==> config.mk <==
export PLATFORM = sky130hd
export DESIGN_NAME = bcd_time_calendar_counter
export DESIGN_NICKNAME = d
export VERILOG_FILES = /design/src/core/rtc_pkg.sv /design/src/core/sync_if.sv /design/src/core/pin_sync.sv /design/src/core/bcd_time_calendar_counter.sv
export VERILOG_INCLUDE_DIRS = /design/src /design/src/core
export SDC_FILE = /design/constraint.sdc
export NUM_CORES = 1
export LEC_CHECK = 0
export ABC_AREA = 1
export BUFFER_PORTS_ARGS = -buffer_cell sky130_fd_sc_hd__buf_2
export CORE_UTILIZATION = 43
export DETAILED_ROUTE_END_ITERATION = 10
export GPL_ROUTABILITY_DRIVEN = 1
export PLACE_DENSITY = 0.58
export SLEW_MARGIN = 15
export SYNTH_ARGS = -nofsm -noshare
export SYNTH_HDL_FRONTEND = slang
export SYNTH_HIERARCHICAL = 1
export SYNTH_SLANG_ARGS = --single-unit
==> constraint.sdc <==
create_clock -name clk_in -period 2.9 [get_ports clk_in]
set_input_delay 0.435 -clock clk_in [delete_from_list [all_inputs] [get_ports clk_in]]
set_output_delay 0.435 -clock clk_in [all_outputs]
set_load 0.05 [all_outputs]
==> src/core/rtc_params.svh <==
// Register offsets, field positions, reset values and limits of the time and calendar counter
`ifndef RTC_PARAMS_SVH
`define RTC_PARAMS_SVH

// Register offsets of the time block
`define RTC_OFS_SECONDS 4'h2
`define RTC_OFS_MINUTES 4'h3
`define RTC_OFS_HOURS 4'h4
`define RTC_OFS_DAY 4'h5
`define RTC_OFS_WEEKDAY 4'h6
`define RTC_OFS_CENTURY_MONTH 4'h7
`define RTC_OFS_YEAR 4'h8

// Field positions
`define RTC_FLAG_BIT 7
`define RTC_CENTURY_BIT 7
`define RTC_SEC_MSB 6
`define RTC_MIN_MSB 6
`define RTC_HOUR_MSB 5
`define RTC_DAY_MSB 5
`define RTC_WDAY_MSB 2
`define RTC_MONTH_MSB 4

// Reset values
`define RTC_RST_FLAG 1'b1
`define RTC_RST_SECONDS 7'h00
`define RTC_RST_MINUTES 7'h00
`define RTC_RST_HOURS 6'h00
`define RTC_RST_DAY 6'h01
`define RTC_RST_WEEKDAY 3'h0
`define RTC_RST_CENTURY 1'b0
`define RTC_RST_MONTH 5'h01
`define RTC_RST_YEAR 8'h00

// Counting limits in BCD
`define RTC_LAST_SECOND 8'h59
`define RTC_LAST_MINUTE 8'h59
`define RTC_LAST_HOUR 8'h23
`define RTC_LAST_WEEKDAY 8'h06
`define RTC_LAST_MONTH 8'h12
`define RTC_LAST_YEAR 8'h99
`define RTC_FIRST_ZERO 8'h00
`define RTC_FIRST_ONE 8'h01
`define RTC_MONTH_FEB 5'h02
`define RTC_MONTH_APR 5'h04
`define RTC_MONTH_JUN 5'h06
`define RTC_MONTH_SEP 5'h09
`define RTC_MONTH_NOV 5'h11
`define RTC_DAYS_LONG 8'h31
`define RTC_DAYS_SHORT 8'h30
`define RTC_DAYS_FEB 8'h28
`define RTC_DAYS_LEAP 8'h29

`endif

==> src/core/rtc_pkg.sv <==
// Types shared by the time and calendar counter modules
package rtc_pkg;

   typedef enum logic [3:0] {
      REG_SECONDS = 4'b0010,
      REG_MINUTES = 4'b0011,
      REG_HOURS = 4'b0100,
      REG_DAY = 4'b0101,
      REG_WEEKDAY = 4'b0110,
      REG_CENTURY_MONTH = 4'b0111,
      REG_YEAR = 4'b1000
   } register_index_type;

   typedef struct packed {
      logic [6:0] seconds;
      logic integrity;
      logic [6:0] minutes;
      logic [5:0] hours;
      logic [5:0] day;
      logic [2:0] weekday;
      logic century;
      logic [4:0] month;
      logic [7:0] year;
      logic [3:0] pointer;
      logic pending;
      logic tick_seen;
      logic [7:0] read_data;
   } time_state_type;

   typedef struct packed {
      logic [2:0] stage1;
      logic [2:0] stage2;
      logic [2:0] stage3;
      logic [2:0] stable;
   } sync_state_type;

endpackage : rtc_pkg

==> src/core/sync_if.sv <==
// Filtered pin levels passed from the synchroniser to the counter
interface sync_if;
   logic tick;
   logic supply_low;
   logic osc_stop;

   modport producer (output tick, output supply_low, output osc_stop);
   modport consumer (input tick, input supply_low, input osc_stop);
endinterface : sync_if

==> src/core/pin_sync.sv <==
// Three-stage synchroniser and agreement filter for the pin inputs
module pin_sync (
   // Clock and reset
   input wire logic clk_in,
   input wire logic resetn_in,
   input wire logic ce_in,
   // Raw pins
   input wire logic tick_raw_in,
   input wire logic supply_low_raw_in,
   input wire logic osc_stop_raw_in,
   // Filtered levels
   sync_if.producer sync
);

   rtc_pkg::sync_state_type state;
   rtc_pkg::sync_state_type next_state;

   always_comb begin
      next_state = state;
      if (ce_in) begin
         next_state.stage1 = {tick_raw_in, supply_low_raw_in, osc_stop_raw_in};
         next_state.stage2 = state.stage1;
         next_state.stage3 = state.stage2;
         // A change is believed only once two late stages agree
         for (int i = 0; i < 3; i++) begin
            if (state.stage2[i] == state.stage3[i]) begin
               next_state.stable[i] = state.stage3[i];
            end
         end
      end
   end

   always_ff @(posedge clk_in or negedge resetn_in) begin
      if (!resetn_in) begin
         state <= '0;
      end else begin
         state <= next_state;
      end
   end

   assign sync.tick = state.stable[2];
   assign sync.supply_low = state.stable[1];
   assign sync.osc_stop = state.stable[0];

endmodule : pin_sync

==> src/core/bcd_time_calendar_counter.sv <==
// BCD time and calendar counter with access freeze and pending tick
`include "rtc_params.svh"

//////////////////////////////////////////////////////////////////////////////
// Summary of operation
// - Supply below threshold sets the clock-integrity flag.
// - Flag stays set until the serial host writes it clear.
// - A stopped oscillator also sets the clock-integrity flag.
// - Minutes: tens 0-5 in bits 6:4, units in 3:0, bit 7 unused.
// - Hours: tens 0-2 in bits 5:4, units in 3:0, bits 7:6 unused.
// - Day: tens 0-3 in bits 5:4, units in 3:0, top bits unused.
// - February has 29 days when year divides by four, year 00 included.
// - Weekday 0-6 in bits 2:0; 0 Sunday by default, software may remap.
// - Century bit 7 toggles when year rolls 99 to 00.
// - Month BCD: tens bit 4, units 3:0, January 00001, December 10010.
// - Year: two BCD digits, tens 7:4, units 3:0.
// - One-second tick advances seconds, carries ripple up to years.
// - Counting of registers 02h-08h freezes during a serial access.
// - After access ends, one held tick is applied; only one is held.
// - Flag in seconds bit 7, set at power-up; seconds BCD below it.
module bcd_time_calendar_counter (
   // Clock, reset and enable
   input wire logic clk_in,
   input wire logic resetn_in,
   input wire logic ce_in,
   // Pins from the oscillator and supply monitor
   input wire logic tick_1hz_in,
   input wire logic supply_low_in,
   input wire logic osc_stopped_in,
   // Byte port from the serial slave engine
   input wire logic access_active_in,
   input wire logic pointer_load_in,
   input wire logic write_en_in,
   input wire logic read_en_in,
   input wire logic [7:0] write_data_in,
   // Answers
   output logic [7:0] read_data_out,
   output logic integrity_flag_out,
   output logic tick_pending_out
);

   //////////////////////////////////////////////////////////////////////////
   // Functions

   function automatic logic [7:0] bcd_step(input logic [7:0] value, input logic [7:0] last,
                                           input logic [7:0] first);
      logic [7:0] result;
      result = value;
      // Out-of-range values written by software fall back to the first value
      if (value >= last) begin
         result = first;
      end else if (value[3:0] >= 4'h9) begin
         result = {4'(value[7:4] + 4'h1), 4'h0};
      end else begin
         result = {value[7:4], 4'(value[3:0] + 4'h1)};
      end
      return result;
   endfunction : bcd_step

   function automatic logic leap_year(input logic [7:0] year);
      logic result;
      result = 1'b0;
      // BCD divisibility by four: even tens need 0,4,8, odd tens need 2,6
      if (!year[4]) begin
         result = (year[3:0] == 4'h0) || (year[3:0] == 4'h4) || (year[3:0] == 4'h8);
      end else begin
         result = (year[3:0] == 4'h2) || (year[3:0] == 4'h6);
      end
      return result;
   endfunction : leap_year

   function automatic logic [7:0] month_last_day(input logic [4:0] month, input logic [7:0] year);
      logic [7:0] result;
      result = `RTC_DAYS_LONG;
      if (month == `RTC_MONTH_FEB) begin
         result = leap_year(year) ? `RTC_DAYS_LEAP : `RTC_DAYS_FEB;
      end else if (month == `RTC_MONTH_APR || month == `RTC_MONTH_JUN ||
                   month == `RTC_MONTH_SEP || month == `RTC_MONTH_NOV) begin
         result = `RTC_DAYS_SHORT;
      end
      return result;
   endfunction : month_last_day

   function automatic logic [7:0] read_register(input rtc_pkg::time_state_type s);
      logic [7:0] result;
      result = 8'h00;
      case (rtc_pkg::register_index_type'(s.pointer))
         rtc_pkg::REG_SECONDS: result = {s.integrity, s.seconds};
         rtc_pkg::REG_MINUTES: result = {1'b0, s.minutes};
         rtc_pkg::REG_HOURS: result = {2'b00, s.hours};
         rtc_pkg::REG_DAY: result = {2'b00, s.day};
         rtc_pkg::REG_WEEKDAY: result = {5'h00, s.weekday};
         rtc_pkg::REG_CENTURY_MONTH: result = {s.century, 2'b00, s.month};
         rtc_pkg::REG_YEAR: result = s.year;
         default: result = 8'h00;
      endcase
      return result;
   endfunction : read_register

   //////////////////////////////////////////////////////////////////////////
   // Pin synchroniser

   sync_if sync ();

   pin_sync u_pin_sync (
      .clk_in(clk_in),
      .resetn_in(resetn_in),
      .ce_in(ce_in),
      .tick_raw_in(tick_1hz_in),
      .supply_low_raw_in(supply_low_in),
      .osc_stop_raw_in(osc_stopped_in),
      .sync(sync)
   );

   //////////////////////////////////////////////////////////////////////////
   // Counting and register access

   rtc_pkg::time_state_type state;
   rtc_pkg::time_state_type next_state;
   logic tick_edge;
   logic advance;
   logic flag_event;

   assign tick_edge = sync.tick && !state.tick_seen;
   assign flag_event = sync.supply_low || sync.osc_stop;
   // A held tick or a fresh one advances the time only outside an access
   assign advance = !access_active_in && (state.pending || tick_edge);

   always_comb begin
      logic [7:0] step;
      logic carry;
      step = 8'h00;
      carry = 1'b0;
      next_state = state;
      if (ce_in) begin
         next_state.tick_seen = sync.tick;
         if (access_active_in) begin
            // Only one tick is held; a second one in the same access is lost
            if (tick_edge) begin
               next_state.pending = 1'b1;
            end
         end else begin
            // Held tick serviced now; a fresh tick in the same cycle is held for the next
            next_state.pending = state.pending && tick_edge;
         end
         if (advance) begin
            step = bcd_step({1'b0, state.seconds}, `RTC_LAST_SECOND, `RTC_FIRST_ZERO);
            next_state.seconds = step[6:0];
            carry = ({1'b0, state.seconds} >= `RTC_LAST_SECOND);
            if (carry) begin
               step = bcd_step({1'b0, state.minutes}, `RTC_LAST_MINUTE, `RTC_FIRST_ZERO);
               next_state.minutes = step[6:0];
               carry = ({1'b0, state.minutes} >= `RTC_LAST_MINUTE);
            end
            if (carry) begin
               step = bcd_step({2'b00, state.hours}, `RTC_LAST_HOUR, `RTC_FIRST_ZERO);
               next_state.hours = step[5:0];
               carry = ({2'b00, state.hours} >= `RTC_LAST_HOUR);
            end
            if (carry) begin
               step = bcd_step({5'h00, state.weekday}, `RTC_LAST_WEEKDAY, `RTC_FIRST_ZERO);
               next_state.weekday = step[2:0];
               step = bcd_step({2'b00, state.day}, month_last_day(state.month, state.year),
                               `RTC_FIRST_ONE);
               next_state.day = step[5:0];
               carry = ({2'b00, state.day} >= month_last_day(state.month, state.year));
            end
            if (carry) begin
               step = bcd_step({3'b000, state.month}, `RTC_LAST_MONTH, `RTC_FIRST_ONE);
               next_state.month = step[4:0];
               carry = ({3'b000, state.month} >= `RTC_LAST_MONTH);
            end
            if (carry) begin
               next_state.year = bcd_step(state.year, `RTC_LAST_YEAR, `RTC_FIRST_ZERO);
               if (state.year >= `RTC_LAST_YEAR) begin
                  next_state.century = !state.century;
               end
            end
         end
         if (pointer_load_in) begin
            next_state.pointer = write_data_in[3:0];
         end else if (write_en_in) begin
            case (rtc_pkg::register_index_type'(state.pointer))
               rtc_pkg::REG_SECONDS: begin
                  next_state.seconds = write_data_in[`RTC_SEC_MSB:0];
                  next_state.integrity = write_data_in[`RTC_FLAG_BIT];
               end
               rtc_pkg::REG_MINUTES: next_state.minutes = write_data_in[`RTC_MIN_MSB:0];
               rtc_pkg::REG_HOURS: next_state.hours = write_data_in[`RTC_HOUR_MSB:0];
               rtc_pkg::REG_DAY: next_state.day = write_data_in[`RTC_DAY_MSB:0];
               rtc_pkg::REG_WEEKDAY: next_state.weekday = write_data_in[`RTC_WDAY_MSB:0];
               rtc_pkg::REG_CENTURY_MONTH: begin
                  next_state.century = write_data_in[`RTC_CENTURY_BIT];
                  next_state.month = write_data_in[`RTC_MONTH_MSB:0];
               end
               rtc_pkg::REG_YEAR: next_state.year = write_data_in;
               default: next_state.year = next_state.year;
            endcase
            next_state.pointer = 4'(state.pointer + 4'h1);
         end else if (read_en_in) begin
            next_state.read_data = read_register(state);
            next_state.pointer = 4'(state.pointer + 4'h1);
         end
         // A low-supply or stopped-oscillator event beats a clearing write
         if (flag_event) begin
            next_state.integrity = 1'b1;
         end
      end
   end

   always_ff @(posedge clk_in or negedge resetn_in) begin
      if (!resetn_in) begin
         state.seconds <= `RTC_RST_SECONDS;
         state.integrity <= `RTC_RST_FLAG;
         state.minutes <= `RTC_RST_MINUTES;
         state.hours <= `RTC_RST_HOURS;
         state.day <= `RTC_RST_DAY;
         state.weekday <= `RTC_RST_WEEKDAY;
         state.century <= `RTC_RST_CENTURY;
         state.month <= `RTC_RST_MONTH;
         state.year <= `RTC_RST_YEAR;
         state.pointer <= 4'h0;
         state.pending <= 1'b0;
         state.tick_seen <= 1'b0;
         state.read_data <= 8'h00;
      end else begin
         state <= next_state;
      end
   end

   assign read_data_out = state.read_data;
   assign integrity_flag_out = state.integrity;
   assign tick_pending_out = state.pending;

   //////////////////////////////////////////////////////////////////////////
   // Assertions

   logic seconds_write;
   assign seconds_write = write_en_in && !pointer_load_in && (state.pointer == `RTC_OFS_SECONDS);

   property p_low_sets_flag;
      @(posedge clk_in) disable iff (!resetn_in)
         (ce_in && sync.supply_low) |=> state.integrity;
   endproperty
   a_low_sets_flag: assert property (p_low_sets_flag) else $error("supply low did not set flag");

   property p_flag_sticky;
      @(posedge clk_in) disable iff (!resetn_in)
         (state.integrity && !(ce_in && seconds_write && !write_data_in[7])) |=> state.integrity;
   endproperty
   a_flag_sticky: assert property (p_flag_sticky) else $error("flag cleared without host write");

   property p_osc_sets_flag;
      @(posedge clk_in) disable iff (!resetn_in)
         (ce_in && sync.osc_stop) |=> state.integrity;
   endproperty
   a_osc_sets_flag: assert property (p_osc_sets_flag) else $error("oscillator stop did not set flag");

   property p_hours_unused_zero;
      @(posedge clk_in) disable iff (!resetn_in)
         (ce_in && read_en_in && !pointer_load_in && !write_en_in && state.pointer == `RTC_OFS_HOURS)
            |=> (read_data_out[7:6] == 2'b00) && (read_data_out[5:0] == $past(state.hours));
   endproperty
   a_hours_unused_zero: assert property (p_hours_unused_zero) else $error("hours read wrong");

   property p_freeze_in_access;
      @(posedge clk_in) disable iff (!resetn_in)
         (ce_in && access_active_in && !write_en_in) |=> $stable(state.seconds) && $stable(state.year);
   endproperty
   a_freeze_in_access: assert property (p_freeze_in_access) else $error("time moved during access");

   property p_pending_serviced;
      @(posedge clk_in) disable iff (!resetn_in)
         (ce_in && !access_active_in && state.pending && !tick_edge && !write_en_in
          && state.seconds != 7'h59) |=> !state.pending && (state.seconds != $past(state.seconds));
   endproperty
   a_pending_serviced: assert property (p_pending_serviced) else $error("held tick not applied");

   property p_seconds_roll;
      @(posedge clk_in) disable iff (!resetn_in)
         (ce_in && advance && state.seconds == 7'h59 && !write_en_in)
            |=> (state.seconds == 7'h00) && (state.minutes != $past(state.minutes));
   endproperty
   a_seconds_roll: assert property (p_seconds_roll) else $error("seconds rollover wrong");

   property p_century_toggle;
      @(posedge clk_in) disable iff (!resetn_in)
         (ce_in && advance && !write_en_in && state.seconds == 7'h59 && state.minutes == 7'h59
          && state.hours == 6'h23 && state.day == 6'h31 && state.month == 5'h12 && state.year == 8'h99)
            |=> (state.year == 8'h00) && (state.century != $past(state.century)) && (state.month == 5'h01);
   endproperty
   a_century_toggle: assert property (p_century_toggle) else $error("century did not toggle");

   property p_leap_feb;
      @(posedge clk_in) disable iff (!resetn_in)
         (ce_in && advance && !write_en_in && state.seconds == 7'h59 && state.minutes == 7'h59
          && state.hours == 6'h23 && state.day == 6'h28 && state.month == 5'h02 && state.year == 8'h00)
            |=> (state.day == 6'h29);
   endproperty
   a_leap_feb: assert property (p_leap_feb) else $error("leap day skipped");

   property p_pointer_step;
      @(posedge clk_in) disable iff (!resetn_in)
         (ce_in && !pointer_load_in && (write_en_in || read_en_in))
            |=> state.pointer == 4'($past(state.pointer) + 4'h1);
   endproperty
   a_pointer_step: assert property (p_pointer_step) else $error("pointer did not step");

   property p_set_beats_clear;
      @(posedge clk_in) disable iff (!resetn_in)
         (ce_in && flag_event && seconds_write) |=> state.integrity;
   endproperty
   a_set_beats_clear: assert property (p_set_beats_clear) else $error("clearing write beat flag set");

   property p_pending_held;
      @(posedge clk_in) disable iff (!resetn_in)
         (ce_in && access_active_in && (state.pending || tick_edge)) |=> state.pending;
   endproperty
   a_pending_held: assert property (p_pending_held) else $error("tick lost during access");

   property p_seconds_read;
      @(posedge clk_in) disable iff (!resetn_in)
         (ce_in && read_en_in && !pointer_load_in && !write_en_in && state.pointer == `RTC_OFS_SECONDS)
            |=> read_data_out == {$past(state.integrity), $past(state.seconds)};
   endproperty
   a_seconds_read: assert property (p_seconds_read) else $error("seconds read wrong");

   property p_minutes_read;
      @(posedge clk_in) disable iff (!resetn_in)
         (ce_in && read_en_in && !pointer_load_in && !write_en_in && state.pointer == `RTC_OFS_MINUTES)
            |=> read_data_out == {1'b0, $past(state.minutes)};
   endproperty
   a_minutes_read: assert property (p_minutes_read) else $error("minutes read wrong");

   property p_month_read;
      @(posedge clk_in) disable iff (!resetn_in)
         (ce_in && read_en_in && !pointer_load_in && !write_en_in && state.pointer == `RTC_OFS_CENTURY_MONTH)
            |=> read_data_out == {$past(state.century), 2'b00, $past(state.month)};
   endproperty
   a_month_read: assert property (p_month_read) else $error("century and month read wrong");

   property p_tick_counts;
      @(posedge clk_in) disable iff (!resetn_in)
         (ce_in && !access_active_in && tick_edge && !state.pending && !write_en_in
          && state.seconds[3:0] < 4'h9 && state.seconds < 7'h59)
            |=> state.seconds == 7'($past(state.seconds) + 7'h01);
   endproperty
   a_tick_counts: assert property (p_tick_counts) else $error("tick did not add one second");

endmodule : bcd_time_calendar_counter

==> results by stage <==
Power:
- Cell internal power was estimated by the tool at 2.52 mW.
- The overall power after layout is 4.52 mW.
- Power spread over the standard cell area amounts to 743 nW/um^2.
- The analysis attributes to cell leakage a power of 3.02 nW.
- Of the total power, the share spent switching nets is 0.443.
- The power share of the sequential group is 0.348.
- The power share of the combinational group is 0.400.
- The share of total power dissipated in the clock network is 0.252.
- VDD sags by at most 345 uV.
- The net switching component of the power is 2.00 mW.

Place:
- The cell area after placement is 5770 sq um.
- Once detailed placement completed, the half-perimeter wirelength came to 11,600 um.
- The cell total after placement is 962.
- The final weighted congestion in routability-driven placement is 0.923.
- The count of buffers added on input and output ports is 27.

CTS:
- The CTS tree is yes.
- The clock slew at the register clock pins of the worst setup and hold paths is 0.06 ns.
- The clock sink total is 70.
- The clock passes through at most 2 buffers.
- The H-tree generated during clock tree synthesis spans 3 levels.
- The count of buffers added by post-CTS timing repair for setup is 0.
- Counting the buffers created by CTS gives 9.
- The buffer type at the clock tree root is sky130_fd_sc_hd__clkbuf_16.
- The clock network latency to the later pin of the worst-skew pair is 0.35 ns.

Logic synthesis:
- The post-synthesis adder-cell area fraction is 0.0837.
- The total nets after synthesis is 840.
- The synthesized netlist occupies a cell area of 5530 sq um.
- Of the total synthesized cell area, the portion taken by AND, OR, NAND and NOR gates is 0.276.
- The combinational family with the most area after synthesis is simple AND/OR/NAND/NOR gates.
- Each instance of the synthesized netlist takes up on average 7.05 sq um.
- The synthesized netlist contains 42 unique library cells.
- The synthesized design contains 0 enable-type register cells.
- Of all flip-flops after synthesis, the portion carrying an async set or reset was 1.00.
- The cell count after synthesis came out at 785.
- The total of flip-flops plus latches after synthesis is 70.
- The synthesized-area fraction occupied by ao, oa, aoi and oai cells is 0.190.
- The xor-xnor portion of the synthesized cell area is 0.0158.
- The most used flip-flop cell after synthesis is sky130_fd_sc_hd__dfrtp_1.
- For this run, the register share of the synthesized area comes to 0.317.
- The count of synthesis-stage warnings from yosys is 6.
- Of the post-synthesis cell area, the part taken by muxes is 0.00407.

Die:
- The initial cell density of the core is 0.440.
- The floorplan die width is 115 um.
- The die covers 13,300 sq um.
- The die extent in y is 115 um.
- Row generation in the floorplan step produced 41 rows.
- After floorplanning, the core was sized to cover 12,600 sq um.
- 28 I/O pins were placed.

Routing:
- The mean number of vias per cell is 5.40.
- The vias after detailed routing is 5,279.
- The number of nets still failing antenna checks after routing is 0.
- In the routed design, unresolved DRC markers number 0.
- The number of search-and-repair iterations in the first detailed-routing pass is 6.
- The total detailed-routing wirelength is 15,800 um.
- The DRC marker count from the first detailed-route iteration is 463.
- Dividing the detail-routed wire length by the instance count gives 16.2 um.

Cells and area:
- The final-stage net count is 856.
- The share of post-route cells with drive strength above 1 is 0.113.
- The final standard cell count with taps included and fillers excluded is 978.
- The cell area after layout is 6090 sq um.
- From synthesis to final layout, the design area changed by 10.0%.
- The repair_antennas step left the layout with diodes totalling 0.

Critical path:
- The sort of element at the end of the critical path is a register.
- Counting cells, the worst reg-to-reg path comes to 19.
- Data arrives at the worst endpoint at 2.97 ns.
- The worst register-to-register path ends at state[15]$_DFFE_PN0P_.
- The register-to-register setup slack is 0.22 ns.
- The type of element launching the critical path is a register.
- The type of the worst setup path is register to register.
- The required time of the critical path is 3.19 ns.
- Along the worst path, the maximum fanout reaches 6.
- The startpoint of the lowest-slack register-to-register path is state[22]$_DFFE_PN1P_.

GRT:
- Summed over all layers, the global routing overflow is 0.
- The initial antenna violation count is 0.
- Entering global routing, the biggest net connects 71 pins.
- The number of global-route vias before repair is 4,938.
- In the global route stage, overall resource usage came out at 0.258.
- The first global-routing pass estimated 25,900 um of wire.

STA:
- The final-report hold violation count is 0.
- The setup TNS is 0 ns.
- Setup violations remaining at the end of the flow were counted as 0.
- The final max-slew violation count was 0.
- At the pin with the least slew margin, the transition time is 0.942 ns.
- Counting I/O delays and the setup requirement, the final critical path takes 2.68 ns.
- Setup repair after global routing left no endpoint under its margin.
- The maximum frequency from static timing analysis is 373 MHz.
- The clock arrives with 0.0102 ns of skew.
- The worst-case headroom to the max-slew limit is 0.372.
- Dividing the final minimum period by the clock period gives 0.923.

Worst hold path:
- In this run the worst hold path is classified as input pin to async pin.

Job:
- The number of maximum-capacitance violations is 0.

Run status:
- The run finished with clean final reports.
==> metrics by stage <==
step | util | hold slack (ns) | setup WS, ns
2_1_floorplan | - | 0.139 | 0.458
3_3_place_gp | 0.459 | 0.466 | 0.373
3_5_place_dp | 0.459 | 0.467 | 0.203
4_1_cts | 0.483 | 0.264 | 0.177
5_1_grt | 0.484 | 0.315 | 0.00867
6_report | 0.484 | 0.223 | 0.223
==> routing by layer <==
layer	vias up	routed length, um	global-route usage
li1	2610	-	-
met1	2508	7320	0.353
met2	144	7270	0.403
met3	17	932	0.0518
met4	0	301	0.0961
met5	-	0	0
==> logic make-up after synthesis <==
kind of cell	Yosys count
flip-flops	70
buffers and inverters	151
AO/OA/AOI/OAI	177
AND/OR/NAND/NOR	338
multiplexers	2
XOR/XNOR	10
adder cells (fa/ha/maj)	37
==> synth_stat cells (5+ instances only) <==
cell type | number | area [sq um]
sky130_fd_sc_hd__nand4_1 | 9 | 56.3
sky130_fd_sc_hd__clkbuf_1 | 11 | 41.3
sky130_fd_sc_hd__nand3_1 | 51 | 255
sky130_fd_sc_hd__o21ai_0 | 77 | 385
sky130_fd_sc_hd__o22ai_1 | 17 | 106
sky130_fd_sc_hd__nor2_1 | 54 | 203
sky130_fd_sc_hd__nand2_1 | 195 | 732
sky130_fd_sc_hd__dfrtp_1 | 67 | 1680
sky130_fd_sc_hd__buf_2 | 6 | 30.0
sky130_fd_sc_hd__inv_1 | 115 | 432
sky130_fd_sc_hd__nor3_1 | 5 | 25.0
sky130_fd_sc_hd__xor2_1 | 7 | 61.3
sky130_fd_sc_hd__o211ai_1 | 13 | 97.6
sky130_fd_sc_hd__buf_4 | 8 | 60.1
sky130_fd_sc_hd__o221ai_1 | 9 | 78.8
sky130_fd_sc_hd__a21oi_1 | 34 | 170
sky130_fd_sc_hd__inv_2 | 6 | 22.5
sky130_fd_sc_hd__ha_1 | 37 | 463
==> timing repair <==
item | CTS | global route
hold buffers | 0 | 0
gates resized for setup | 0 | 3
setup endpoints to repair | 0 | 13
==> layout make-up <==
type	instances	area (sq um)
clock inverters	7	73.8
well taps	172	215
clock buffers	9	225
flip-flops and latches	70	1760
fillers	1305	6480
repair buffers	33	183
inverters	123	463
multi-input cells	564	3170
==> power groups by stage <==
stage	Combinational, mW	Clock, mW	Sequential, mW
floorplan	1.42	0	1.50
global placement	1.76	0	1.57
detailed placement	1.79	0	1.58
CTS	1.80	1.16	1.57
global route	2.08	1.20	1.62
finish	1.81	1.14	1.57
==> layout by cell type (no fill, tap or decap), types with 2 or more instances in the layout <==
cell	count
sky130_fd_sc_hd__nor2_4	4
sky130_fd_sc_hd__buf_2	26
sky130_fd_sc_hd__nand2_1	195
sky130_fd_sc_hd__o41ai_1	2
sky130_fd_sc_hd__clkbuf_16	9
sky130_fd_sc_hd__nand4_1	9
sky130_fd_sc_hd__a21oi_1	33
sky130_fd_sc_hd__o22ai_1	17
sky130_fd_sc_hd__a21oi_4	2
sky130_fd_sc_hd__o21bai_1	2
sky130_fd_sc_hd__a21oi_2	4
sky130_fd_sc_hd__inv_1	115
sky130_fd_sc_hd__dfstp_2	3
sky130_fd_sc_hd__nand2_2	4
sky130_fd_sc_hd__nand2_4	2
sky130_fd_sc_hd__o211ai_1	13
sky130_fd_sc_hd__a31oi_1	4
sky130_fd_sc_hd__nand3_4	4
sky130_fd_sc_hd__o21ai_1	4
sky130_fd_sc_hd__o2111ai_1	2
sky130_fd_sc_hd__nor2_1	54
sky130_fd_sc_hd__nor2_8	2
sky130_fd_sc_hd__a22oi_1	4
sky130_fd_sc_hd__dfrtp_1	67
sky130_fd_sc_hd__nand3_2	3
sky130_fd_sc_hd__clkinv_2	3
sky130_fd_sc_hd__clkinv_4	2
sky130_fd_sc_hd__ha_1	37
sky130_fd_sc_hd__xnor2_1	3
sky130_fd_sc_hd__o31ai_1	4
sky130_fd_sc_hd__nand3_1	51
sky130_fd_sc_hd__mux2_2	2
sky130_fd_sc_hd__xor2_1	7
sky130_fd_sc_hd__o21ai_0	77
sky130_fd_sc_hd__o221ai_1	9
sky130_fd_sc_hd__nor2_2	4
sky130_fd_sc_hd__buf_4	7
sky130_fd_sc_hd__nor3_1	4
sky130_fd_sc_hd__inv_2	6
==> worst max-delay path, cell delays in order (launching register included) <==
cell	delay, ns
sky130_fd_sc_hd__dfstp_2	0.40
sky130_fd_sc_hd__inv_1	0.13
sky130_fd_sc_hd__ha_1	0.22
sky130_fd_sc_hd__inv_1	0.11
sky130_fd_sc_hd__nor3_2	0.22
sky130_fd_sc_hd__inv_1	0.07
sky130_fd_sc_hd__ha_1	0.29
sky130_fd_sc_hd__inv_1	0.04
sky130_fd_sc_hd__nor2_1	0.13
sky130_fd_sc_hd__nand2_1	0.06
sky130_fd_sc_hd__nand2_1	0.06
sky130_fd_sc_hd__nand2_1	0.06
sky130_fd_sc_hd__nand3_2	0.07
sky130_fd_sc_hd__buf_4	0.16
sky130_fd_sc_hd__nand3_4	0.12
sky130_fd_sc_hd__nor2_4	0.17
sky130_fd_sc_hd__nand2_1	0.08
sky130_fd_sc_hd__nand3_1	0.07
sky130_fd_sc_hd__nand3_1	0.07
sky130_fd_sc_hd__nand2_1	0.08
==> registers in the layout, indices dropped and copies added (netlist names) <==
name                        cells
state                          48
u_pin_sync/state                9
read_data_out                   8
integrity_flag_out              1
tick_pending_out                1
u_pin_sync/sync.osc_stop        1
u_pin_sync/sync.supply_low      1
u_pin_sync/sync.tick            1
==> worst max path at each step <==
stage                     startpoint                     to  slack, ns  cells past startpoint
4_1_cts        state[22]$_DFFE_PN1P_  state[17]$_DFFE_PN0P_       0.18                     19
3_5_place_dp   state[22]$_DFFE_PN1P_  state[17]$_DFFE_PN0P_       0.20                     19
2_1_floorplan  state[22]$_DFFE_PN1P_  state[17]$_DFFE_PN0P_       0.46                     19
6_report       state[22]$_DFFE_PN1P_  state[15]$_DFFE_PN0P_       0.22                     19
5_1_grt        state[22]$_DFFE_PN1P_  state[15]$_DFFE_PN0P_      0.009                     19
3_3_place_gp   state[22]$_DFFE_PN1P_  state[17]$_DFFE_PN0P_       0.37                     19
Note: power is estimated with default switching activity, not from simulation.
